**src/rtl/scr_pkg.sv**
```systemverilog
// constants, field layout and types of the serial lane configuration bank
package scr_pkg;

  localparam int unsigned SCR_ADDR_W = 18;
  localparam int unsigned SCR_DATA_W = 8;
  localparam int unsigned SCR_NUM_CH = 4;
  localparam int unsigned SCR_NUM_QUAD = 2;

  //////////////////////////////////////////////////////////////////////////////
  // register offsets, system address space; channel order AC, AD, BC, BD
  localparam logic [17:0] SCR_LANE_TX_CFG_AC_OFS = 18'h30022;
  localparam logic [17:0] SCR_LANE_RX_CFG_AC_OFS = 18'h30023;
  localparam logic [17:0] SCR_LANE_TX_CFG_AD_OFS = 18'h30032;
  localparam logic [17:0] SCR_LANE_RX_CFG_AD_OFS = 18'h30033;
  localparam logic [17:0] SCR_LANE_TX_CFG_BC_OFS = 18'h30122;
  localparam logic [17:0] SCR_LANE_RX_CFG_BC_OFS = 18'h30123;
  localparam logic [17:0] SCR_LANE_TX_CFG_BD_OFS = 18'h30132;
  localparam logic [17:0] SCR_LANE_RX_CFG_BD_OFS = 18'h30133;

  localparam logic [17:0] SCR_TX_OFS [SCR_NUM_CH] = '{
    SCR_LANE_TX_CFG_AC_OFS, SCR_LANE_TX_CFG_AD_OFS,
    SCR_LANE_TX_CFG_BC_OFS, SCR_LANE_TX_CFG_BD_OFS};
  localparam logic [17:0] SCR_RX_OFS [SCR_NUM_CH] = '{
    SCR_LANE_RX_CFG_AC_OFS, SCR_LANE_RX_CFG_AD_OFS,
    SCR_LANE_RX_CFG_BC_OFS, SCR_LANE_RX_CFG_BD_OFS};

  //////////////////////////////////////////////////////////////////////////////
  // reset values and writable bits
  localparam logic [7:0] SCR_TX_CFG_RST = 8'h00;
  localparam logic [7:0] SCR_RX_CFG_RST = 8'h20;
  localparam logic [7:0] SCR_TX_RW_MASK = 8'hff;
  // the three low data bits of the receive register are not implemented
  localparam logic [7:0] SCR_RX_RW_MASK = 8'hf8;

  //////////////////////////////////////////////////////////////////////////////
  // field positions in the data byte; the bit column counts from the msb
  localparam int unsigned SCR_TX_HALF_RATE_BIT = 7;
  localparam int unsigned SCR_TX_PWRDN_BIT = 6;
  localparam int unsigned SCR_TX_EMPH0_BIT = 5;
  localparam int unsigned SCR_TX_EMPH1_BIT = 4;
  localparam int unsigned SCR_TX_HALF_SWING_BIT = 3;
  localparam int unsigned SCR_TX_RSVD5_BIT = 2;
  localparam int unsigned SCR_TX_ENCODE_BIT = 0;
  localparam int unsigned SCR_RX_HALF_RATE_BIT = 7;
  localparam int unsigned SCR_RX_PWRDN_BIT = 6;
  localparam int unsigned SCR_RX_RSVD2_BIT = 5;
  localparam int unsigned SCR_RX_DECODE_BIT = 4;
  localparam int unsigned SCR_RX_LINK_FSM_BIT = 3;

  //////////////////////////////////////////////////////////////////////////////
  // rates relative to the quad reference clock
  localparam logic [4:0] SCR_BAUD_MULT_HALF = 5'h0a;
  localparam logic [4:0] SCR_BAUD_MULT_FULL = 5'h14;
  localparam int unsigned SCR_DIV_CNT_W = 3;
  localparam logic [2:0] SCR_DIV_HALF_RATE = 3'h4;
  localparam logic [2:0] SCR_DIV_FULL_RATE = 3'h2;

  typedef enum logic [1:0] {
    SCR_EMPH_0 = 2'h0,
    SCR_EMPH_12P5 = 2'h1,
    SCR_EMPH_25 = 2'h2
  } scr_emph_t;

endpackage : scr_pkg

```
**src/rtl/scr_div_if.sv**
```systemverilog
// link between the bank and one parallel clock enable divider
`timescale 1ns/1ps
`default_nettype none

interface scr_div_if;
  logic quarter_sel;
  logic pclk_en;
  modport ctl (output quarter_sel, input pclk_en);
  modport div (input quarter_sel, output pclk_en);
endinterface : scr_div_if

`default_nettype wire

```
**src/rtl/scr_clk_div.sv**
```systemverilog
// divider that makes the parallel clock enable from the reference clock
`timescale 1ns/1ps
`default_nettype none

module scr_clk_div
  import scr_pkg::*;
#(
  parameter int unsigned CNT_W = SCR_DIV_CNT_W
) (
  input wire logic i_ref_clk,
  input wire logic i_arst_n,
  scr_div_if.div dv
);

  if (CNT_W < 3) begin : g_bad_width
    $error("scr_clk_div: CNT_W must hold a count of four");
  end

  logic [CNT_W-1:0] cnt_q;
  logic [CNT_W-1:0] cnt_d;
  logic [CNT_W-1:0] last;
  logic en_q;
  logic en_d;

  //////////////////////////////////////////////////////////////////////////////
  // a rate change mid-period ends the current period at once when the count is
  // already at or past the new end, so the enable never stalls longer than the new period
  always_comb begin
    last = dv.quarter_sel ? CNT_W'(SCR_DIV_HALF_RATE - 3'h1) : CNT_W'(SCR_DIV_FULL_RATE - 3'h1);
    en_d = (cnt_q >= last);
    cnt_d = en_d ? '0 : cnt_q + CNT_W'(1);
  end

  always_ff @(posedge i_ref_clk or negedge i_arst_n) begin
    if (!i_arst_n) begin
      cnt_q <= '0;
      en_q <= 1'b0;
    end else begin
      cnt_q <= cnt_d;
      en_q <= en_d;
    end
  end

  assign dv.pclk_en = en_q;

endmodule : scr_clk_div

`default_nettype wire

```
**src/rtl/scr_lane_cfg.sv**
```systemverilog
// transmit and receive configuration bank for four serial lane channels
`timescale 1ns/1ps
`default_nettype none

////////////////////////////////////////////////////////////////////////////////
// How it works
// - a set transmit half-rate bit gives a serial rate of ten times the reference and, on a quad's first channel, a transmit parallel clock of a quarter of it.
// - a clear transmit half-rate bit, the reset state, gives twenty times the reference and, on a quad's first channel, a transmit parallel clock of half of it.
// - the transmit power-down bit powers down the channel transmitter and resets to zero.
// - the two emphasis bits give 0% when both clear, 12.5% when one is set and 25% when both are set, resetting to zero.
// - the half-swing bit halves the transmit amplitude, full swing being the reset state.
// - the encode enable bit turns on 8b/10b transmit encoding, off at reset meaning raw data.
// - a set receive half-rate bit expects ten times the reference and, on a quad's first channel, gives a receive parallel clock of a quarter of it.
// - a clear receive half-rate bit, the reset state, expects twenty times the reference and, on a quad's first channel, a receive parallel clock of half of it.
// - the receive power-down bit powers down the channel receiver and resets to zero.
// - the decode enable bit turns on 8b/10b receive decoding, off at reset meaning raw data.
// - the link state machine enable bit turns the receive link state machine on or off, off at reset.
// - the link state machine enable bit is disregarded while the channel is in four-lane mode.
// - reserved receive bit 2 is one after reset, so the receive register reads nonzero.
// - the processor port and the user master port reach the same registers at the same 18-bit address.
////////////////////////////////////////////////////////////////////////////////

module scr_lane_cfg
  import scr_pkg::*;
#(
  parameter int unsigned ADDR_W = SCR_ADDR_W
) (
  input wire logic i_ref_clk,
  input wire logic i_arst_n,
  input wire logic i_mpi_req,
  input wire logic i_mpi_we,
  input wire logic [ADDR_W-1:0] i_mpi_addr,
  input wire logic [SCR_DATA_W-1:0] i_mpi_wdata,
  output logic o_mpi_ack,
  output logic [SCR_DATA_W-1:0] o_mpi_rdata,
  input wire logic i_umi_req,
  input wire logic i_umi_we,
  input wire logic [ADDR_W-1:0] i_umi_addr,
  input wire logic [SCR_DATA_W-1:0] i_umi_wdata,
  output logic o_umi_ack,
  output logic [SCR_DATA_W-1:0] o_umi_rdata,
  input wire logic [SCR_NUM_CH-1:0] i_four_lane_mode_sel,
  output logic [SCR_NUM_CH-1:0][4:0] o_tx_baud_mult,
  output logic [SCR_NUM_CH-1:0] o_tx_power_down,
  output logic [SCR_NUM_CH-1:0][1:0] o_tx_emph_level,
  output logic [SCR_NUM_CH-1:0] o_tx_half_swing,
  output logic [SCR_NUM_CH-1:0] o_tx_line_encode_en,
  output logic [SCR_NUM_QUAD-1:0] o_tx_pclk_en,
  output logic [SCR_NUM_CH-1:0][4:0] o_rx_baud_mult,
  output logic [SCR_NUM_CH-1:0] o_rx_power_down,
  output logic [SCR_NUM_CH-1:0] o_rx_line_decode_en,
  output logic [SCR_NUM_CH-1:0] o_rx_link_fsm_en,
  output logic [SCR_NUM_QUAD-1:0] o_rx_pclk_en
);

  if (ADDR_W != SCR_ADDR_W) begin : g_bad_addr
    $error("scr_lane_cfg: the system address is 18 bits wide");
  end

  //////////////////////////////////////////////////////////////////////////////
  // access selection between the two masters
  logic mpi_go;
  logic umi_go;
  logic acc_go;
  logic acc_we;
  logic [ADDR_W-1:0] acc_addr;
  logic [SCR_DATA_W-1:0] acc_wdata;

  logic mpi_ack_q;
  logic mpi_ack_d;
  logic umi_ack_q;
  logic umi_ack_d;
  logic [SCR_DATA_W-1:0] mpi_rdata_q;
  logic [SCR_DATA_W-1:0] mpi_rdata_d;
  logic [SCR_DATA_W-1:0] umi_rdata_q;
  logic [SCR_DATA_W-1:0] umi_rdata_d;

  // a request is held until its ack; the ack cycle itself is skipped so a
  // held request is served once. the processor wins a tie, the user waits
  always_comb begin
    mpi_go = i_mpi_req & ~mpi_ack_q;
    umi_go = i_umi_req & ~umi_ack_q & ~mpi_go;
    acc_go = mpi_go | umi_go;
    acc_we = mpi_go ? i_mpi_we : i_umi_we;
    acc_addr = mpi_go ? i_mpi_addr : i_umi_addr;
    acc_wdata = mpi_go ? i_mpi_wdata : i_umi_wdata;
  end

  //////////////////////////////////////////////////////////////////////////////
  // register storage and decode
  logic [SCR_NUM_CH-1:0][SCR_DATA_W-1:0] tx_q;
  logic [SCR_NUM_CH-1:0][SCR_DATA_W-1:0] tx_d;
  logic [SCR_NUM_CH-1:0][SCR_DATA_W-1:0] rx_q;
  logic [SCR_NUM_CH-1:0][SCR_DATA_W-1:0] rx_d;
  logic [SCR_DATA_W-1:0] rd_mux;

  // unmapped addresses read as zero and ignore writes; a read returns the
  // value held before any write in the same access
  always_comb begin
    tx_d = tx_q;
    rx_d = rx_q;
    rd_mux = '0;
    for (int c = 0; c < SCR_NUM_CH; c++) begin
      if (acc_addr == SCR_TX_OFS[c]) begin
        rd_mux = tx_q[c];
        if (acc_go && acc_we) begin
          // reserved bit 5 is stored as written; software keeps it zero
          tx_d[c] = acc_wdata & SCR_TX_RW_MASK;
        end
      end
      if (acc_addr == SCR_RX_OFS[c]) begin
        rd_mux = rx_q[c];
        if (acc_go && acc_we) begin
          rx_d[c] = acc_wdata & SCR_RX_RW_MASK;
        end
      end
    end
  end

  always_comb begin
    mpi_ack_d = mpi_go;
    umi_ack_d = umi_go;
    mpi_rdata_d = mpi_go ? rd_mux : mpi_rdata_q;
    umi_rdata_d = umi_go ? rd_mux : umi_rdata_q;
  end

  always_ff @(posedge i_ref_clk or negedge i_arst_n) begin
    if (!i_arst_n) begin
      for (int c = 0; c < SCR_NUM_CH; c++) begin
        tx_q[c] <= SCR_TX_CFG_RST;
        rx_q[c] <= SCR_RX_CFG_RST;
      end
      mpi_ack_q <= 1'b0;
      umi_ack_q <= 1'b0;
      mpi_rdata_q <= '0;
      umi_rdata_q <= '0;
    end else begin
      tx_q <= tx_d;
      rx_q <= rx_d;
      mpi_ack_q <= mpi_ack_d;
      umi_ack_q <= umi_ack_d;
      mpi_rdata_q <= mpi_rdata_d;
      umi_rdata_q <= umi_rdata_d;
    end
  end

  assign o_mpi_ack = mpi_ack_q;
  assign o_umi_ack = umi_ack_q;
  assign o_mpi_rdata = mpi_rdata_q;
  assign o_umi_rdata = umi_rdata_q;

  //////////////////////////////////////////////////////////////////////////////
  // per-channel controls, registered so each output leaves a flip-flop
  logic [SCR_NUM_CH-1:0][4:0] tx_mult_q;
  logic [SCR_NUM_CH-1:0][4:0] tx_mult_d;
  logic [SCR_NUM_CH-1:0][4:0] rx_mult_q;
  logic [SCR_NUM_CH-1:0][4:0] rx_mult_d;
  logic [SCR_NUM_CH-1:0][1:0] emph_q;
  logic [SCR_NUM_CH-1:0][1:0] emph_d;
  logic [SCR_NUM_CH-1:0] tx_pd_q;
  logic [SCR_NUM_CH-1:0] tx_pd_d;
  logic [SCR_NUM_CH-1:0] swing_q;
  logic [SCR_NUM_CH-1:0] swing_d;
  logic [SCR_NUM_CH-1:0] enc_q;
  logic [SCR_NUM_CH-1:0] enc_d;
  logic [SCR_NUM_CH-1:0] rx_pd_q;
  logic [SCR_NUM_CH-1:0] rx_pd_d;
  logic [SCR_NUM_CH-1:0] dec_q;
  logic [SCR_NUM_CH-1:0] dec_d;
  logic [SCR_NUM_CH-1:0] lsm_q;
  logic [SCR_NUM_CH-1:0] lsm_d;

  always_comb begin
    for (int c = 0; c < SCR_NUM_CH; c++) begin
      tx_mult_d[c] = tx_q[c][SCR_TX_HALF_RATE_BIT] ? SCR_BAUD_MULT_HALF
                                                   : SCR_BAUD_MULT_FULL;
      rx_mult_d[c] = rx_q[c][SCR_RX_HALF_RATE_BIT] ? SCR_BAUD_MULT_HALF
                                                   : SCR_BAUD_MULT_FULL;
      tx_pd_d[c] = tx_q[c][SCR_TX_PWRDN_BIT];
      case ({tx_q[c][SCR_TX_EMPH1_BIT], tx_q[c][SCR_TX_EMPH0_BIT]})
        2'h0: begin
          emph_d[c] = SCR_EMPH_0;
        end
        2'h3: begin
          emph_d[c] = SCR_EMPH_25;
        end
        default: begin
          emph_d[c] = SCR_EMPH_12P5;
        end
      endcase
      swing_d[c] = tx_q[c][SCR_TX_HALF_SWING_BIT];
      enc_d[c] = tx_q[c][SCR_TX_ENCODE_BIT];
      rx_pd_d[c] = rx_q[c][SCR_RX_PWRDN_BIT];
      dec_d[c] = rx_q[c][SCR_RX_DECODE_BIT];
      // four-lane mode runs its own link logic and masks this enable
      lsm_d[c] = rx_q[c][SCR_RX_LINK_FSM_BIT]
               & ~i_four_lane_mode_sel[c];
    end
  end

  always_ff @(posedge i_ref_clk or negedge i_arst_n) begin
    if (!i_arst_n) begin
      tx_mult_q <= {SCR_NUM_CH{SCR_BAUD_MULT_FULL}};
      rx_mult_q <= {SCR_NUM_CH{SCR_BAUD_MULT_FULL}};
      emph_q <= '0;
      tx_pd_q <= '0;
      swing_q <= '0;
      enc_q <= '0;
      rx_pd_q <= '0;
      dec_q <= '0;
      lsm_q <= '0;
    end else begin
      tx_mult_q <= tx_mult_d;
      rx_mult_q <= rx_mult_d;
      emph_q <= emph_d;
      tx_pd_q <= tx_pd_d;
      swing_q <= swing_d;
      enc_q <= enc_d;
      rx_pd_q <= rx_pd_d;
      dec_q <= dec_d;
      lsm_q <= lsm_d;
    end
  end

  assign o_tx_baud_mult = tx_mult_q;
  assign o_rx_baud_mult = rx_mult_q;
  assign o_tx_emph_level = emph_q;
  assign o_tx_power_down = tx_pd_q;
  assign o_tx_half_swing = swing_q;
  assign o_tx_line_encode_en = enc_q;
  assign o_rx_power_down = rx_pd_q;
  assign o_rx_line_decode_en = dec_q;
  assign o_rx_link_fsm_en = lsm_q;

  //////////////////////////////////////////////////////////////////////////////
  // parallel clock enables, one per quad and direction; a quad has a single
  // parallel clock, so the first channel of the quad sets its rate and the
  // second channel must be programmed alike
  for (genvar q = 0; q < SCR_NUM_QUAD; q++) begin : g_quad
    scr_div_if tx_div ();
    scr_div_if rx_div ();

    assign tx_div.quarter_sel = tx_q[2*q][SCR_TX_HALF_RATE_BIT];
    assign rx_div.quarter_sel = rx_q[2*q][SCR_RX_HALF_RATE_BIT];

    scr_clk_div u_tx_div (
      .i_ref_clk(i_ref_clk),
      .i_arst_n(i_arst_n),
      .dv(tx_div.div)
    );

    scr_clk_div u_rx_div (
      .i_ref_clk(i_ref_clk),
      .i_arst_n(i_arst_n),
      .dv(rx_div.div)
    );

    assign o_tx_pclk_en[q] = tx_div.pclk_en;
    assign o_rx_pclk_en[q] = rx_div.pclk_en;
  end

endmodule : scr_lane_cfg

`default_nettype wire

```
**config.mk**
```make
export PLATFORM = sky130hd
export DESIGN_NAME = scr_lane_cfg
export DESIGN_NICKNAME = d
export VERILOG_FILES = /design/src/rtl/scr_pkg.sv /design/src/rtl/scr_div_if.sv /design/src/rtl/scr_clk_div.sv /design/src/rtl/scr_lane_cfg.sv
export SDC_FILE = /design/constraint.sdc
export NUM_CORES = 1
export LEC_CHECK = 0
export ABC_AREA = 1
export BUFFER_PORTS_ARGS = -buffer_cell sky130_fd_sc_hd__buf_4
export CAP_MARGIN = 10
export CORE_MARGIN = 3
export CORE_UTILIZATION = 56
export DETAILED_ROUTE_END_ITERATION = 8
export HOLD_SLACK_MARGIN = 0.15
export PLACE_DENSITY = 0.84
export SYNTH_ARGS = -nofsm -noshare
export SYNTH_HDL_FRONTEND = slang
export SYNTH_SLANG_ARGS = --single-unit
```
**constraint.sdc**
```tcl
create_clock -name i_ref_clk -period 5.7 [get_ports i_ref_clk]
set_input_delay 0.57 -clock i_ref_clk [delete_from_list [all_inputs] [get_ports i_ref_clk]]
set_output_delay 0.57 -clock i_ref_clk [all_outputs]
set_load 0.02 [all_outputs]
```
Word-level counts from Yosys, hierarchy flattened
Cells that the tools add are included.
- output and inout bits: 94
- bits of input ports: 62
- flip-flop bits (word level): 158
- word-level logic and storage cells: 117
- add/subtract/negate cells: 4
- muxes and demuxes: 31
- bitwise operators: 15
- equality and inequality tests: 12
- magnitude comparators: 4
- reduce and logical (&&, ||, !) cells: 13
- operator list (kind ; count):
    $eq 18x18->1 const B ; 8
    $mux 8 ; 9
    $mux 5 ; 8
    $mux 18 ; 1
    $pmux 2 s2 ; 4
    $reduce_and 2->1 ; 8
    $add 3x1->3 const B ; 4
    $ge 3x3->1 ; 4
    $mux 3 ; 4
    $eq 2x2->1 const B ; 4
    $logic_not 2->1 ; 4
    $mux 2 ; 4
    $and 1x1->1 ; 7
    $not 1->1 ; 7
    $logic_and 1x1->1 ; 1
    $mux 1 ; 1
    $or 1x1->1 ; 1

Depth between registers and ports, before layout
Gate-level depths: netlist of the first run.
- depth in word-level cells: 12
- mapped depth: 17
- depth with buffers taken out: 17

By module
Synthesis of the first run repeated with hierarchy kept, for this count alone.
- cell total of the unflattened synthesis: 582
- area, all modules: 5806.8 um^2
- by module, submodules not included (module ; area an instance (um^2) ; cells each ; sequential area each (um^2) ; times used):
    scr_lane_cfg ; 5151.2 ; 522 ; 2967.8 ; 1
    scr_clk_div ; 163.9 ; 15 ; 100.1 ; 4

Worst setup path before layout of the first run
OpenSTA, ideal clock, no wires.
- path type: register to register
- start: reg mpi_ack_q, in the netlist o_mpi_ack
- end: reg umi_rdata_q[3], in the netlist o_umi_rdata[3]
- stages on the path, launching flop included: 17
- required time: 5.587 ns
- period minus slack after synthesis: 2.013 ns
- slack: 3.687 ns
- library setup time: 0.113 ns
- path buffers: 1
- arrival time: 1.900 ns
- path through: dfrtp_1 > inv_1 > nand2_2 > nand2_1 > nand2_1 > nand3_1 > nor2_2 > buf_6 > nand2_2 > nor2_1 > nor2_1 > nand2_1 > nand3_1 > nand2_1 > nand3_1 > nand2_1 > inv_1
- longest elaborated chain between the ends: 12
- elaborated cells on any way between the ends: 21
- classes of those cells: eq/ne: 8; mux: 9; bitwise: 4
- ends and longest elaborated chain (item ; RTL line ; source):
    from (decl) ; scr_lane_cfg.sv:69 ; logic mpi_ack_q;
    from (signal assigned) ; scr_lane_cfg.sv:140 ; mpi_ack_q <= mpi_ack_d;
    $not 1->1 (*) ; scr_lane_cfg.sv:81 ; mpi_go = i_mpi_req & ~mpi_ack_q;
    $and 1x1->1 (*) ; scr_lane_cfg.sv:81 ;
    $mux 18 ; scr_lane_cfg.sv:85 ; acc_addr = mpi_go ? i_mpi_addr : i_umi_addr;
    $eq 18x18->1 ; scr_lane_cfg.sv:104 ; if (acc_addr == SCR_TX_OFS[c]) begin
    $mux 8 ; scr_lane_cfg.sv:104 ;
    $mux 8 ; scr_lane_cfg.sv:111 ; if (acc_addr == SCR_RX_OFS[c]) begin
    $mux 8 ; scr_lane_cfg.sv:104 ;
    $mux 8 ; scr_lane_cfg.sv:111 ;
    $mux 8 ; scr_lane_cfg.sv:104 ;
    $mux 8 ; scr_lane_cfg.sv:111 ;
    $mux 8 ; scr_lane_cfg.sv:104 ;
    $mux 8 ; scr_lane_cfg.sv:111 ;
    to (signal assigned) ; scr_lane_cfg.sv:143 ; umi_rdata_q <= umi_rdata_d;
    to (decl) ; scr_lane_cfg.sv:75 ; logic [SCR_DATA_W-1:0] umi_rdata_q;
Every way passes the cells marked *; elsewhere a longest branch is shown, timed or not.
A chain may end at the register's enable or synchronous reset.

Worst setup path in the final report of the first run
Same ends and word-level chain as after synthesis.

==> results of run 1 <==
routing by layer:
metal / global-route usage (%) / up-vias
met4: 11.6 / 0
li1: - / 2154
met2: 40.2 / 249
met5: 0 / -
met3: 5.70 / 45
met1: 32.4 / 2177
state kept, by name, summed over array words and instances (netlist names), 6 cells and up:
signal	flops
o_tx_emph_level	8
o_mpi_rdata	8
tx_q	18
o_rx_baud_mult	8
o_tx_baud_mult	8
rx_q	10
o_umi_rdata	8
g_quad.u_rx_div.cnt_q	6
g_quad.u_tx_div.cnt_q	6
critical path, delay by kind of cell (launching register included):
| kind | cells | cell delay, ns |
|---|---|---|
| buffers and inverters | 3 | 0.32 |
| DFF | 1 | 0.38 |
| and+or+nand+nor | 13 | 2.30 |
worst min path at each step:
stage	to	slack, ns	startpoint
detailed placement	o_rx_power_down[2]$_DFF_PN0_	0.40	rx_pd_d[2]$_DFFE_PN0P_
floorplan	dec_d[0]$_DFFE_PN0P_	0.27	i_arst_n
global placement	o_tx_line_encode_en[1]$_DFF_PN0_	0.39	enc_d[1]$_DFFE_PN0P_
CTS	o_rx_link_fsm_en[3]$_DFF_PN0_	0.19	i_four_lane_mode_sel[3]
global route	o_rx_link_fsm_en[2]$_DFF_PN0_	0.19	i_four_lane_mode_sel[2]
finish	o_rx_link_fsm_en[2]$_DFF_PN0_	0.20	i_four_lane_mode_sel[2]
through the flow:
stage / utilization (%) / instance area, um^2 / instances / hold WS [ns] / power (W)
6_report: 74.5 / 7350 / 870 / 0.198 / 0.00236
5_1_grt: 74.5 / 7350 / 870 / 0.194 / 0.00246
4_1_cts: 74.5 / 7350 / 870 / 0.190 / 0.00237
3_5_place_dp: 68.6 / 6760 / 837 / 0.395 / 0.00133
3_3_place_gp: 68.6 / 6760 / 837 / 0.394 / 0.00131
2_1_floorplan: - / 5770 / 598 / 0.274 / 0.00123
power by group:
part	total (W)	switching [W]	internal (W)	leakage, nW
sequential	0.00103	0.0000282	0.00100	1.80
combinational	0.000279	0.000165	0.000114	1.73
clock	0.00105	0.000412	0.000636	0.274
synthesized netlist by cell type, drive strengths merged, types with 3 or more instances:
| master | instances | area [um^2] |
|---|---|---|
| nand4 | 19 | 119 |
| inv | 53 | 199 |
| clkbuf | 3 | 11.3 |
| o2111ai | 3 | 26.3 |
| dfstp | 12 | 315 |
| buf | 40 | 287 |
| a21oi | 3 | 15.0 |
| or2 | 6 | 37.5 |
| ha | 12 | 150 |
| nor2 | 54 | 257 |
| o21ai | 57 | 285 |
| dfrtp | 122 | 3050 |
| mux2i | 8 | 80.1 |
| nand3 | 38 | 230 |
| nand2 | 151 | 594 |
| a211o | 4 | 35.0 |
cell type report:
| class | count | area (um^2) | area share (%) |
|---|---|---|---|
| flip-flops and latches | 134 | 3370 | 45.8 |
| multi-input cells | 368 | 1910 | 25.9 |
| repair buffers | 150 | 1130 | 15.4 |
| clock buffers | 18 | 428 | 5.82 |
| inverters | 53 | 199 | 2.71 |
| well taps | 133 | 166 | 2.26 |
| clock inverters | 14 | 149 | 2.03 |
cells by family (layout without fill, tap and decap cells):
family | after synthesis | in the layout | synth area share (%)
flops | 134 | 134 | 58.6
fa+ha+maj | 12 | 12 | 2.61
simple gates | 272 | 272 | 22.2
mux | 8 | 8 | 1.39
compound gates | 68 | 68 | 6.45
buf+inv | 96 | 235 | 8.65
other cells | 1 | 8 | 0.0653
what timing repair did:
action                                 in CTS  in global routing
setup endpoints to repair                   0                  0
endpoints found under the hold margin      52                  0
hold buffers                                1                  0
==> impl_metrics.toml, run 1 <==
[outcome]
run_status = "completed"

[floorplanning]
initial_core_util_pct = 58.2
core_area_mm2 = 0.00986
io_pins = 156
die_x_um = 107
dieArea_mm2 = 0.0115
dieHeight_um = 107
fp-row-count = 36

[detailed_routing]
drt_iter0_drc = 393
wl_per_cell_um = 15.7
highest_layer = "met4"
dr.pass1.iters = 7
vias = 4625
met3_length_mm = 1.02
route.met2.wl_mm = 6.78
wl_mm = 13.7
post-route-drc-count = 0
antenna_left = 0
met1_length_mm = 5.51
drt-vias-per-instance = 5.32

[timing]
setup_tns_ns = 0
post-route-min-period_ns = 3.07
fmax_mhz = 325
fin_crit_sh_pct = 53.9
rsz0062_at_grt = "no"
setup_viol = 0
clock_skew_ns = 0.0109
slew_violations = 0
hold_viol_final = 0
relSlewSlack_pct = 36.2
timing.final.ws_setup_ns = 2.63
tightest_slew_ns = 0.957

[clock_network]
clock-root-buffer = "clkbuf_8"
cts_resized = 0
cts_setup_buffers = 0
clock-sinks = 134
clkTransAtPathRegs_ns = 0.06
cts_buffers = 17
clockBufferDepth = 2
clock_latency_ns = 0.52
tritoncts = "yes"
htreeDepth = 4

[setup_path]
arrival_ns = 3.52
rr_startpoint = "o_mpi_ack$_DFF_PN0_"
criticalPathCategory = "flip-flop to flip-flop"
end_kind = "flip-flop"
reg2reg_depth = 16
r2r-end = "o_umi_rdata[3]$_DFFE_PN0P_"
required_ns = 6.15
startpoint_type = "flip-flop"
critPathSlowestCell = "nor2_2"
crit_end = "o_umi_rdata[3]$_DFFE_PN0P_"
max_stage_delay_ns = 0.69
critPathMaxFanout = 24
crit_top_cell = "nand2_1"
r2r_setup_slack_ns = 2.63
path_cells = "inv_1 > nand2_2 > nand2_1 > nand2_1 > nand3_1 > nor2_2 > inv_1 > nor2_4 > nand2_1 > nand3_1 > nand2_1 > nand3_1 > nand2_1 > nand3_1 > nand2_1 > inv_1"
startpoint = "o_mpi_ack$_DFF_PN0_"

[global_route]
antenna_found_initial = 0
grt_pass1_vias = 4634
grt-ovfl-total = 0
grt_max_degree = 80
grt_pass1_wl_mm = 22.2
grtUsageTotal_pct = 25.0

[yosys]
ys_warn_count = 0
ys_seq_area_share_pct = 58.6
synth_enable_flop_cells = 0
ys_types = 30
ys.flop_type = "dfrtp_1"
async_flop_share_pct = 100
syn-cell-area_mm2 = 0.00575
ys_ff_latch = 134
avgSynthCellArea_um2 = 9.72
synth_cells = 591

[layout]
final_cell_mix = "148 x buf_4, 140 x nand2_1, 122 x dfrtp_1"
final_common_cell = "buf_4"
area_delta_synth_final_pct = 27.9
drive_gt1_share_pct = 31.2
fill_cells = 668
fin_nets = 798
diodes = 0

[placement]
gp_congestion = 0.973
dp_slack_ns = 2.42
port-buffer-count = 147
dp_hpwl_mm = 9.86

[power_and_ir_drop]
ir_worst_vdd_mv = 0.159
p_leak_nw = 3.80
powerDensity_mw_per_mm2 = 321

[worst_hold_path]
min_path_type = "primary input to flip-flop"
hold_path_depth = 2

[flow_run]
cap_violations = 0
No activity file was read; power rests on OpenSTA's default activity.
==> run 2, diff against run 1 <==
CORE_UTILIZATION = 47   (was 56)
PLACE_DENSITY = 0.76   (was 0.84)
clock period = 2.5 ns   (was 5.7 ns; I/O delays follow)
==> impl_metrics.toml, run 2 (same netlist as run 1, synthesis figures left out) <==
[outcome]
run_status = "completed"

[clock_network]
clock_latency_ns = 0.41
clock-root-buffer = "clkbuf_16"
clockBufferDepth = 2
clkTransAtPathRegs_ns = 0.06
cts_buffers = 17
clock-sinks = 134
htreeDepth = 4
tritoncts = "yes"

[power_and_ir_drop]
switchingPower_w = 0.00151
p_leak_nw = 3.89
ir_worst_vdd_mv = 0.442
combPwrFrac_pct = 12.3
powerDensity_mw_per_mm2 = 730
clkPwrFrac_pct = 44.7
p_int_w = 0.00399
seq_power_share_pct = 43.0
power_w = 0.00550
switching_share_pct = 27.5

[layout]
fin_nets = 815
fin_cells = 897
diodes = 0
final_common_cell = "buf_4"
reg_top3 = "tx_q (18), rx_q (10)"
drive_gt1_share_pct = 32.4
max_flop_register = "tx_q"
final_cell_mix = "160 x buf_4, 140 x nand2_1, 122 x dfrtp_1"
area_delta_synth_final_pct = 31.1
largest_reg_flops = 18

[detailed_routing]
drt-vias-per-instance = 5.05
wl_mm = 13.9
dr.pass1.iters = 5
post-route-drc-count = 0
wl_per_cell_um = 15.5
drt_iter0_drc = 312
antenna_left = 0
vias = 4534

[setup_path]
required_ns = 2.81
r2r_setup_slack_ns = 0.21
arrival_ns = 2.60
end_kind = "flip-flop"
criticalPathCategory = "flip-flop to flip-flop"
startpoint_type = "flip-flop"
critPathMaxFanout = 10

[flow_run]
cap_violations = 0

[timing]
fin_crit_sh_pct = 91.5
tightest_slew_ns = 0.736
setup_viol = 0
hold_viol_final = 0
setup_tns_ns = 0
post-route-min-period_ns = 2.29
slew_violations = 0
clock_skew_ns = 0.00831
fmax_mhz = 437
holdWs_ns = 0.228
relSlewSlack_pct = 50.9
rsz0062_at_grt = "no"

[global_route]
grt_max_degree = 81
grt_pass1_wl_mm = 22.6
grt-ovfl-total = 0
grt_pass1_vias = 4523
grtUsageTotal_pct = 21.6
antenna_found_initial = 0

[floorplanning]
dieHeight_um = 117
fp-row-count = 39
dieArea_mm2 = 0.0136
initial_core_util_pct = 49.3
die_x_um = 117
core_area_mm2 = 0.0117
io_pins = 156

[placement]
dp_cells = 859
port-buffer-count = 147
dp_hpwl_mm = 10.1
gp_congestion = 0.884

[worst_hold_path]
min_path_type = "primary input to flip-flop"
run 2: layout make-up:
cell class | count | area [um^2]
multi-input combinational | 368 | 1920
timing repair buffer | 167 | 1280
fill | 942 | 4130
sequential | 134 | 3370
inverter | 53 | 199
tap | 143 | 179
clock inverter | 15 | 160
clock buffer | 17 | 425
run 2: critical path: stages, from the launching register on:
cell and delay [ns]:
dfrtp_1 0.40, nor2_2 0.28, buf_4 0.23, nand2_1 0.06
o21ai_1 0.13, nand3_2 0.19, nor2_4 0.21, nand2_2 0.10
nor2_1 0.13, nor2_1 0.05, nand2_1 0.06, nand3_1 0.09
nand2_1 0.09, nand3_1 0.07, nand2_1 0.07, inv_1 0.04
run 2: repair_timing:
action	in CTS	in global routing
endpoints found under the hold margin	76	0
gates resized for setup	0	3
hold buffers	5	0
setup endpoints to repair	0	12
buffers inserted	0	1
run 2: routing by layer:
metal	GRT usage, %	share of wire, %	wire length (um)
met4	6.80	0.89	124
met1	29.0	44	6100
met3	5.49	6.6	919
met2	34.7	49	6770
met5	0	0	0
run 2: final timing paths:
path | start | end | cells after the start
hold / removal | i_mpi_wdata[1] | tx_q[1]$_DFFE_PN0P_ | 3
setup reg to reg | o_mpi_ack$_DFF_PN0_ | o_umi_rdata[3]$_DFFE_PN0P_ | 15
setup / recovery | o_mpi_ack$_DFF_PN0_ | o_umi_rdata[3]$_DFFE_PN0P_ | 15
min in group asynchronous | i_arst_n | o_rx_link_fsm_en[0]$_DFF_PN0_ | 2
hold reg to reg | enc_d[1]$_DFFE_PN0P_ | o_tx_line_encode_en[1]$_DFF_PN0_ | 0
max in group asynchronous | i_arst_n | o_tx_baud_mult[7]$_DFF_PN1_ | 3
run 2: power groups by stage:
stage	sequential (W)	clock [W]	combinational (W)
after floorplan	0.00240	0	0.000402
after global placement	0.00239	0	0.000626
after detailed placement	0.00240	0	0.000666
after CTS	0.00236	0.00248	0.000686
after global routing	0.00238	0.00260	0.000759
final	0.00236	0.00246	0.000676
run 2: metrics by stage:
stage / instance area, um^2 / util, % / worst slack, ns
after floorplan: 5770 / - / 0.487
after detailed placement: 6880 / 59.0 / 0.150
after CTS: 7510 / 64.4 / 0.135
after global routing: 7530 / 64.6 / 0.0269
final: 7530 / 64.6 / 0.212
after global placement: 6880 / 59.0 / 0.264
